`src/hdl/ltm_regs.svh`:
```
// Register offsets, field positions, reset values and timing counts for the LED test/mapping register bank
`ifndef LTM_REGS_SVH
`define LTM_REGS_SVH

// Register offsets
`define LTM_STATUS_IRQ_ADDR      8'h3a
`define LTM_TEMP_CTRL_ADDR       8'h3e
`define LTM_INT_TEMP_ADDR        8'h3f
`define LTM_EXT_TEMP_ADDR        8'h40
`define LTM_TEST_CTRL_ADDR       8'h41
`define LTM_TEST_RESULT_ADDR     8'h42
`define LTM_ENG1_VAR_ADDR        8'h45
`define LTM_ENG2_VAR_ADDR        8'h46
`define LTM_ENG3_VAR_ADDR        8'h47
`define LTM_DIM1_ADDR            8'h48
`define LTM_DIM2_ADDR            8'h49
`define LTM_DIM3_ADDR            8'h4a
`define LTM_BASE1_ADDR           8'h4c
`define LTM_BASE2_ADDR           8'h4d
`define LTM_BASE3_ADDR           8'h4e
`define LTM_PAGE_ADDR            8'h4f
`define LTM_MAP1_HI_ADDR         8'h70
`define LTM_MAP1_LO_ADDR         8'h71
`define LTM_MAP2_HI_ADDR         8'h72
`define LTM_MAP2_LO_ADDR         8'h73
`define LTM_MAP3_HI_ADDR         8'h74
`define LTM_MAP3_LO_ADDR         8'h75
`define LTM_GAIN_CTRL_ADDR       8'h76

// Field positions
`define LTM_SRC_SEL_BIT          0
`define LTM_DONE_BIT             7
`define LTM_FIRE_BIT             7
`define LTM_IRQ_EN_BIT           6
`define LTM_REPEAT_BIT           5
`define LTM_CHAN_MSB             4
`define LTM_THRESH_MSB           7
`define LTM_THRESH_LSB           6
`define LTM_ADAPT_BIT            5
`define LTM_BASE_MSB             6
`define LTM_PAGE_MSB             2

// Values
`define LTM_TEMP_MAX             8'h59
`define LTM_TEMP_MIN             8'hd9
`define LTM_CHAN_LAST_LED        5'h08
`define LTM_CHAN_PUMP            5'h0f
`define LTM_CHAN_SUPPLY          5'h10
`define LTM_CHAN_INT_PIN         5'h11
`define LTM_PAGE_COUNT           3'h6
`define LTM_RESET_BYTE           8'h00

// Timing
`define LTM_CLK_MHZ              20
`define LTM_MEAS_TIME_US         2700
`define LTM_MEAS_CYCLES          (`LTM_MEAS_TIME_US * `LTM_CLK_MHZ)

`endif

```
`src/hdl/ltm_pkg.sv`:
```
// Types for the LED test/mapping register bank
package ltm_pkg;
   typedef enum logic [0:0] {
      LTM_MEAS_IDLE = 1'b0,
      LTM_MEAS_RUN  = 1'b1
   } ltm_meas_e;
endpackage

```
`src/hdl/ltm_bank.sv`:
```
// LED test, temperature source, group dimmer, code memory and pump gain register bank
`timescale 1ns/100ps
`include "ltm_regs.svh"

module ltm_bank
   import ltm_pkg::*;
#(
   parameter int unsigned MEAS_CYCLES = `LTM_MEAS_CYCLES
) (
   // Clock and reset
   input  wire logic        clk,
   input  wire logic        nrst,
   // Register port from the serial bus front end
   input  wire logic [7:0]  reg_addr,
   input  wire logic        reg_wr,
   input  wire logic [7:0]  reg_wdata,
   input  wire logic        reg_rd,
   output logic      [7:0]  reg_rdata,
   // Temperature
   input  wire logic        sensor_temp_valid,
   input  wire logic [7:0]  sensor_temp,
   output logic      [7:0]  comp_temp,
   // Voltage measurement front end
   input  wire logic        power_save,
   input  wire logic [7:0]  adc_code,
   output logic      [4:0]  measure_channel_sel,
   output logic             measure_channel_valid,
   output logic             measure_active,
   // Engines
   input  wire logic [23:0] eng_local_var,
   input  wire logic [26:0] eng_output_map,
   output logic      [20:0] eng_code_base,
   output logic      [2:0]  code_page_sel,
   // Group dimming
   input  wire logic [71:0] led_pwm_in,
   input  wire logic [17:0] led_group_sel,
   output logic      [71:0] led_pwm_out,
   // Charge pump
   input  wire logic [1:0]  factory_threshold,
   output logic      [1:0]  pump_threshold,
   output logic             adaptive_hysteresis_en,
   // Interrupt pin, open drain
   output logic             irq_pin_o,
   output logic             irq_pin_oe_n
);

   localparam logic [16:0] MEAS_LAST = 17'(MEAS_CYCLES - 1);

   logic            outside_temp_source_sel;
   logic [7:0]      internal_temperature_reg;
   logic [7:0]      external_temperature_reg;
   logic            voltage_measure_irq_en;
   logic            repeat_measure_en;
   logic [4:0]      chan_reg;
   logic [7:0]      measure_result_code;
   logic            measure_done_flag;
   logic            irq_pending_reg;
   logic [7:0]      dim_reg [3];
   logic [6:0]      base_reg [3];
   logic [2:0]      page_reg;
   logic [1:0]      thresh_reg;
   logic            thresh_override_reg;
   logic            adaptive_reg;
   ltm_meas_e       meas_state;
   logic [16:0]     meas_cnt;
   logic            meas_end;
   logic            status_read;
   logic [7:0]      clamped_temp;
   logic [7:0]      rdata_next;

   assign status_read = reg_rd && (reg_addr == `LTM_STATUS_IRQ_ADDR);
   assign meas_end    = (meas_state == LTM_MEAS_RUN) && (meas_cnt == MEAS_LAST);

   // Signed clamp of host-written temperature
   always_comb begin
      clamped_temp = reg_wdata;
      if ($signed(reg_wdata) > $signed(`LTM_TEMP_MAX)) begin
         clamped_temp = `LTM_TEMP_MAX;
      end else if ($signed(reg_wdata) < $signed(`LTM_TEMP_MIN)) begin
         clamped_temp = `LTM_TEMP_MIN;
      end
   end

   // Internal reading comes only from the sensor; host writes never reach it
   always_ff @(posedge clk or negedge nrst) begin
      if (!nrst) begin
         internal_temperature_reg <= `LTM_RESET_BYTE;
      end else if (sensor_temp_valid) begin
         internal_temperature_reg <= sensor_temp;
      end
   end

   always_ff @(posedge clk or negedge nrst) begin
      if (!nrst) begin
         outside_temp_source_sel <= 1'b0;
      end else if (reg_wr && reg_addr == `LTM_TEMP_CTRL_ADDR) begin
         outside_temp_source_sel <= reg_wdata[`LTM_SRC_SEL_BIT];
      end
   end

   always_ff @(posedge clk or negedge nrst) begin
      if (!nrst) begin
         external_temperature_reg <= `LTM_RESET_BYTE;
      end else if (reg_wr && reg_addr == `LTM_EXT_TEMP_ADDR) begin
         external_temperature_reg <= clamped_temp;
      end
   end

   always_ff @(posedge clk or negedge nrst) begin
      if (!nrst) begin
         comp_temp <= `LTM_RESET_BYTE;
      end else begin
         comp_temp <= outside_temp_source_sel ? external_temperature_reg : internal_temperature_reg;
      end
   end

   // Test control register
   always_ff @(posedge clk or negedge nrst) begin
      if (!nrst) begin
         voltage_measure_irq_en <= 1'b0;
         repeat_measure_en      <= 1'b0;
         chan_reg               <= 5'h00;
      end else if (reg_wr && reg_addr == `LTM_TEST_CTRL_ADDR) begin
         voltage_measure_irq_en <= reg_wdata[`LTM_IRQ_EN_BIT];
         repeat_measure_en      <= reg_wdata[`LTM_REPEAT_BIT];
         chan_reg               <= reg_wdata[`LTM_CHAN_MSB:0];
      end
   end

   // Channel decode toward the analog mux; reserved codes pass through to measure_channel_sel with measure_channel_valid low
   always_ff @(posedge clk or negedge nrst) begin
      if (!nrst) begin
         measure_channel_sel   <= 5'h00;
         measure_channel_valid <= 1'b0;
      end else begin
         measure_channel_sel   <= chan_reg;
         measure_channel_valid <= (chan_reg <= `LTM_CHAN_LAST_LED) || (chan_reg == `LTM_CHAN_PUMP) ||
                                  (chan_reg == `LTM_CHAN_SUPPLY) || (chan_reg == `LTM_CHAN_INT_PIN);
      end
   end

   // Conversion sequencer; a fire during a running conversion is ignored
   always_ff @(posedge clk or negedge nrst) begin
      if (!nrst) begin
         meas_state <= LTM_MEAS_IDLE;
         meas_cnt   <= 17'h00000;
      end else begin
         unique case (meas_state)
            LTM_MEAS_IDLE: begin
               meas_cnt <= 17'h00000;
               if (reg_wr && reg_addr == `LTM_TEST_CTRL_ADDR && reg_wdata[`LTM_FIRE_BIT]) begin
                  meas_state <= LTM_MEAS_RUN;
               end
            end
            LTM_MEAS_RUN: begin
               if (meas_end) begin
                  meas_cnt <= 17'h00000;
                  if (!repeat_measure_en || power_save) begin
                     meas_state <= LTM_MEAS_IDLE;
                  end
               end else begin
                  meas_cnt <= meas_cnt + 17'h00001;
               end
            end
         endcase
      end
   end

   always_ff @(posedge clk or negedge nrst) begin
      if (!nrst) begin
         measure_active <= 1'b0;
      end else begin
         measure_active <= (meas_state == LTM_MEAS_RUN) && !meas_end;
      end
   end

   // Result taken at every conversion end, reserved channels included
   always_ff @(posedge clk or negedge nrst) begin
      if (!nrst) begin
         measure_result_code <= `LTM_RESET_BYTE;
      end else if (meas_end) begin
         measure_result_code <= adc_code;
      end
   end

   // Completion in the read cycle wins over the clear, so no result goes unseen
   always_ff @(posedge clk or negedge nrst) begin
      if (!nrst) begin
         measure_done_flag <= 1'b0;
      end else if (meas_end) begin
         measure_done_flag <= 1'b1;
      end else if (status_read) begin
         measure_done_flag <= 1'b0;
      end
   end

   always_ff @(posedge clk or negedge nrst) begin
      if (!nrst) begin
         irq_pending_reg <= 1'b0;
      end else if (meas_end && voltage_measure_irq_en) begin
         irq_pending_reg <= 1'b1;
      end else if (status_read) begin
         irq_pending_reg <= 1'b0;
      end
   end

   // Pin driven low only while pending; external pull-up gives the high level
   always_ff @(posedge clk or negedge nrst) begin
      if (!nrst) begin
         irq_pin_o    <= 1'b0;
         irq_pin_oe_n <= 1'b1;
      end else begin
         irq_pin_o    <= 1'b0;
         irq_pin_oe_n <= !irq_pending_reg;
      end
   end

   // Dimmers and code base registers, one per group or engine
   genvar g;
   generate
      for (g = 0; g < 3; g++) begin : gen_grp
         always_ff @(posedge clk or negedge nrst) begin
            if (!nrst) begin
               dim_reg[g]  <= `LTM_RESET_BYTE;
               base_reg[g] <= 7'h00;
            end else if (reg_wr) begin
               if (reg_addr == `LTM_DIM1_ADDR + 8'(g)) begin
                  dim_reg[g] <= reg_wdata;
               end
               if (reg_addr == `LTM_BASE1_ADDR + 8'(g)) begin
                  base_reg[g] <= reg_wdata[`LTM_BASE_MSB:0];
               end
            end
         end
         always_ff @(posedge clk or negedge nrst) begin
            if (!nrst) begin
               eng_code_base[g*7 +: 7] <= 7'h00;
            end else begin
               eng_code_base[g*7 +: 7] <= base_reg[g];
            end
         end
      end
   endgenerate

   // Per-output scaling by the group dimmer the output is mapped to; 0 means no group
   genvar l;
   generate
      for (l = 0; l < 9; l++) begin : gen_led
         logic [1:0]  grp;
         logic [15:0] prod;
         assign grp  = led_group_sel[l*2 +: 2];
         assign prod = (grp == 2'h0) ? {led_pwm_in[l*8 +: 8], 8'h00} :
                       16'(led_pwm_in[l*8 +: 8] * dim_reg[grp - 2'h1]);
         always_ff @(posedge clk or negedge nrst) begin
            if (!nrst) begin
               led_pwm_out[l*8 +: 8] <= 8'h00;
            end else begin
               led_pwm_out[l*8 +: 8] <= prod[15:8];
            end
         end
      end
   endgenerate

   // Page select; codes beyond the last page are refused
   always_ff @(posedge clk or negedge nrst) begin
      if (!nrst) begin
         page_reg      <= 3'h0;
         code_page_sel <= 3'h0;
      end else begin
         if (reg_wr && reg_addr == `LTM_PAGE_ADDR && reg_wdata[`LTM_PAGE_MSB:0] < `LTM_PAGE_COUNT) begin
            page_reg <= reg_wdata[`LTM_PAGE_MSB:0];
         end
         code_page_sel <= page_reg;
      end
   end

   // Pump gain control
   always_ff @(posedge clk or negedge nrst) begin
      if (!nrst) begin
         thresh_reg <= 2'h0;
      end else if (reg_wr && reg_addr == `LTM_GAIN_CTRL_ADDR) begin
         thresh_reg <= reg_wdata[`LTM_THRESH_MSB:`LTM_THRESH_LSB];
      end
   end

   // Any write claims the threshold from the factory code, whatever data it carries
   always_ff @(posedge clk or negedge nrst) begin
      if (!nrst) begin
         thresh_override_reg <= 1'b0;
      end else if (reg_wr && reg_addr == `LTM_GAIN_CTRL_ADDR) begin
         thresh_override_reg <= 1'b1;
      end
   end

   always_ff @(posedge clk or negedge nrst) begin
      if (!nrst) begin
         adaptive_reg <= 1'b0;
      end else if (reg_wr && reg_addr == `LTM_GAIN_CTRL_ADDR) begin
         adaptive_reg <= reg_wdata[`LTM_ADAPT_BIT];
      end
   end

   always_ff @(posedge clk or negedge nrst) begin
      if (!nrst) begin
         pump_threshold <= 2'h0;
      end else begin
         pump_threshold <= thresh_override_reg ? thresh_reg : factory_threshold;
      end
   end

   always_ff @(posedge clk or negedge nrst) begin
      if (!nrst) begin
         adaptive_hysteresis_en <= 1'b0;
      end else begin
         adaptive_hysteresis_en <= adaptive_reg;
      end
   end

   // Read mux; unmapped addresses read zero
   always_comb begin
      rdata_next = `LTM_RESET_BYTE;
      unique case (reg_addr)
         `LTM_STATUS_IRQ_ADDR:  rdata_next[`LTM_DONE_BIT] = measure_done_flag;
         `LTM_TEMP_CTRL_ADDR:   rdata_next[`LTM_SRC_SEL_BIT] = outside_temp_source_sel;
         `LTM_INT_TEMP_ADDR:    rdata_next = internal_temperature_reg;
         `LTM_EXT_TEMP_ADDR:    rdata_next = external_temperature_reg;
         `LTM_TEST_CTRL_ADDR:   rdata_next = {meas_state == LTM_MEAS_RUN, voltage_measure_irq_en,
                                              repeat_measure_en, chan_reg};
         `LTM_TEST_RESULT_ADDR: rdata_next = measure_result_code;
         `LTM_ENG1_VAR_ADDR:    rdata_next = eng_local_var[7:0];
         `LTM_ENG2_VAR_ADDR:    rdata_next = eng_local_var[15:8];
         `LTM_ENG3_VAR_ADDR:    rdata_next = eng_local_var[23:16];
         `LTM_DIM1_ADDR:        rdata_next = dim_reg[0];
         `LTM_DIM2_ADDR:        rdata_next = dim_reg[1];
         `LTM_DIM3_ADDR:        rdata_next = dim_reg[2];
         `LTM_BASE1_ADDR:       rdata_next = {1'b0, base_reg[0]};
         `LTM_BASE2_ADDR:       rdata_next = {1'b0, base_reg[1]};
         `LTM_BASE3_ADDR:       rdata_next = {1'b0, base_reg[2]};
         `LTM_PAGE_ADDR:        rdata_next = {5'h00, page_reg};
         `LTM_MAP1_HI_ADDR:     rdata_next = {7'h00, eng_output_map[8]};
         `LTM_MAP1_LO_ADDR:     rdata_next = eng_output_map[7:0];
         `LTM_MAP2_HI_ADDR:     rdata_next = {7'h00, eng_output_map[17]};
         `LTM_MAP2_LO_ADDR:     rdata_next = eng_output_map[16:9];
         `LTM_MAP3_HI_ADDR:     rdata_next = {7'h00, eng_output_map[26]};
         `LTM_MAP3_LO_ADDR:     rdata_next = eng_output_map[25:18];
         // Factory threshold stays hidden: reads show only what the host wrote
         `LTM_GAIN_CTRL_ADDR:   rdata_next = {thresh_reg, adaptive_reg, 5'h00};
         default:               rdata_next = `LTM_RESET_BYTE;
      endcase
   end

   always_ff @(posedge clk or negedge nrst) begin
      if (!nrst) begin
         reg_rdata <= `LTM_RESET_BYTE;
      end else if (reg_rd) begin
         reg_rdata <= rdata_next;
      end
   end

endmodule

```
`config.mk`:
```
export PLATFORM = sky130hd
export DESIGN_NAME = ltm_bank
export DESIGN_NICKNAME = d
export VERILOG_FILES = /design/src/hdl/ltm_pkg.sv /design/src/hdl/ltm_bank.sv
export VERILOG_INCLUDE_DIRS = /design/src /design/src/hdl
export SDC_FILE = /design/constraint.sdc
export NUM_CORES = 2
export LEC_CHECK = 0
export ABC_AREA = 1
export ABC_CLOCK_PERIOD_IN_PS = 13600
export BUFFER_PORTS_ARGS = -buffer_cell sky130_fd_sc_hd__buf_2
export CAP_MARGIN = 15
export CORE_ASPECT_RATIO = 0.7
export CORE_MARGIN = 10
export CORE_UTILIZATION = 40
export DETAILED_ROUTE_END_ITERATION = 8
export RECOVER_POWER = 25
export SLEW_MARGIN = 20
export SYNTH_ARGS = -nofsm -noshare
export SYNTH_HDL_FRONTEND = slang
export SYNTH_SLANG_ARGS = --single-unit
```
`constraint.sdc`:
```
create_clock -name clk -period 13.6 [get_ports clk]
set_input_delay 1.36 -clock clk [delete_from_list [all_inputs] [get_ports clk]]
set_output_delay 1.36 -clock clk [all_outputs]
set_load 0.05 [all_outputs]
```
==> out/qor.yml <==
final_layout:
  final_cell_area_mm2: 0.0326
  stdcell_count: 5120
  layout.nets: 4935
  final_cell_mix: "nand2_1, inv_1, nor2_1, fa_1, ha_1"
  syn2layout_area_growth_pct: 11.6
  fillers: 7499
  drive_gt1_frac: 0.118
  final_common_cell: "nand2_1"
  largest_reg_flops: 72
yosys:
  syn-cell-area_mm2: 0.0292
  ys_ff_latch: 227
  synthDistinctLibCells: 55
  synth.mux.area_fraction: 0
  synth_nets: 4656
  synth_fa_ha_area_frac: 0.347
  synth-edff-count: 0
  ys_seq_area_frac: 0.194
  synth_ff_type: "dfrtp_1"
  synthArstFlopShare: 1.00
  synth_simple_gate_area_frac: 0.245
  avgSynthCellArea_um2: 7.58
  synth_compound_area_frac: 0.104
  netlist_instances: 3853
  ys_warn_count: 0
  synth_top_family_by_area: "adder cells"
  synth-xor-area-share: 0.00719
routing:
  ant_nets: 0
  routed_via_density: 5.12
  dr.pass1.iters: 6
  num_vias: 26192
  drt-total-wl_um: 92800
  drt_iter0_markers: 2201
  detail_route.wl_per_cell_um: 18.1
  drc: 0
pwr:
  p_switching_w: 0.00123
  p_per_area_mw_per_mm2: 86.2
  clkPwrFrac: 0.288
  total_power_w: 0.00281
  leakage_nw: 18.6
  peakVddDrop_uv: 103
  internal_power_w: 0.00158
  p_sw_frac: 0.439
  seqPwrFrac: 0.277
  pwr-share-comb: 0.435
sta:
  finalCritPeriodShare: 0.461
  finalSetupViolations: 0
  finalMaxSlewViolations: 66
  whs_ps: 374
  hold_violations: 0
  fin_skew_ps: 14.7
  rsz0062_at_grt: "no"
  min_period_ps: 6270
  fmax_mhz: 159
  worst_pin_slew_ps: 4070
  tns_ps: 0
  max-slew-margin-rel: -1.71
die:
  dieWidth_um: 343
  die_height_um: 246
  ios: 305
  core_mm2: 0.0720
  initial_core_util: 0.406
  dieArea_mm2: 0.0844
  row_count: 82
worst_setup_path:
  worstSetupStartpointType: "primary input"
  r2r_setup_slack_ps: 7960
  critPathKind: "primary input to flip-flop"
  cp.required_ps: 14090
  crit_fanout: 15
  ff2ff_path_depth: 19
  end_kind: "flip-flop"
  crit_arrival_ps: 6770
hold_path:
  hold_depth: 1
  hp-class: "flip-flop to flip-flop"
clock_tree:
  clockBufferDepth: 3
  clk_pin_slew_worst_paths_ps: 70
  numCtsBuffers: 26
  htreeDepth: 1
  cts_tree: "done"
  clock_latency_ps: 620
  hold_buffers: 0
  post_cts_resized: 0
  cts_num_sinks: 227
  cts-root-buf: "clkbuf_16"
  postCtsSetupRepairBufs: 0
global_routing:
  grt_start_max_net_pins: 163
  track_usage: 0.217
  overflow: 0
  antenna_found_initial: 4
  grt_pass1_wl_um: 145000
  grt_pass1_vias: 25299
placement:
  numPlacedInstances: 5070
  place_area_mm2: 0.0317
  gp_congestion: 0.908
  hpwl_um: 74200
  port_buffers: 303
run_status:
  status: "finished, violations left"
  violations: "max-capacitance violations, max-slew violations"
run:
  cap_violations: 1
critical path: stages:
cell      delay, ps
buf_2           200
inv_1           230
ha_1            470
o21ai_0         120
a21oi_1          60
a31oi_1         660
nor2_1          140
fa_1            510
fa_1            500
fa_1            500
inv_1            50
fa_1            470
inv_1            40
ha_1            340
nand2_1         180
inv_1            50
a21oi_1         280
nor2_1           70
a211oi_1        250
nand3_1         110
nand3_1          90
nand2_1          60
synth_stat cells (23+ instances only):
master | count | area share
o21ai_1 | 37 | 0.0063
inv_1 | 677 | 0.087
dfrtp_1 | 226 | 0.19
a31oi_1 | 23 | 0.0049
ha_1 | 307 | 0.13
o21ai_0 | 212 | 0.036
or2_2 | 23 | 0.0049
nor3_1 | 29 | 0.0050
nor2_1 | 567 | 0.073
fa_1 | 315 | 0.22
nand2_1 | 749 | 0.096
nand3_1 | 209 | 0.036
inv_2 | 26 | 0.0033
a21oi_1 | 145 | 0.025
per-stage QoR:
step,utilization,setup WS [ps]
after floorplan,-,7620
after global placement,0.440,6800
after detailed placement,0.440,6800
after CTS,0.453,7460
after global routing,0.453,6930
final,0.453,7330
cells by family (layout without fill, tap and decap cells):
| group | count (synthesis) | after routing |
|---|---|---|
| xor+xnor | 24 | 24 |
| flops | 227 | 227 |
| simple gates | 1679 | 1679 |
| fa+ha+maj | 622 | 622 |
| other cells | 1 | 3 |
| compound gates | 531 | 531 |
| buf+inv | 769 | 1068 |
per-layer routing:
| metal | global-route usage | part of all wire |
|---|---|---|
| met5 | 0 | 0.00017 |
| met4 | 0.0469 | 0.024 |
| met3 | 0.0520 | 0.082 |
| met2 | 0.313 | 0.41 |
| met1 | 0.323 | 0.48 |
power by group through the flow:
stage | clock network, W | registers [W] | logic [W]
after floorplan | 0 | 0.000980 | 0.000683
after global placement | 0 | 0.000791 | 0.00121
after detailed placement | 0 | 0.000791 | 0.00122
after CTS | 0.000829 | 0.000780 | 0.00123
after global routing | 0.000854 | 0.000787 | 0.00138
final | 0.000809 | 0.000780 | 0.00122
final timing paths:
| check | from | endpoint |
|---|---|---|
| min | irq_pending_reg | irq_pin_oe_n |
| max reg2reg | dim_reg[11] | led_pwm_out[15] |
| min in group asynchronous | nrst | led_pwm_out[64] |
| max in group asynchronous | nrst | led_pwm_out[52] |
| min reg2reg | irq_pending_reg | irq_pin_oe_n |
| max | led_group_sel[2] | led_pwm_out[15] |
layout make-up:
class                           instances  area [µm²]  area share
Clock inverter                         14         245     0.00752
Antenna cell                            2        5.00    0.000153
Sequential cell                       227        5680       0.174
Clock buffer                           34         711      0.0218
Timing Repair Buffer                  304        1530      0.0470
Multi-Input combinational cell       2857       20500       0.630
Tap cell                              966        1210      0.0371
Inverter                              716        2690      0.0824
Note: power is estimated with default switching activity, not from simulation.
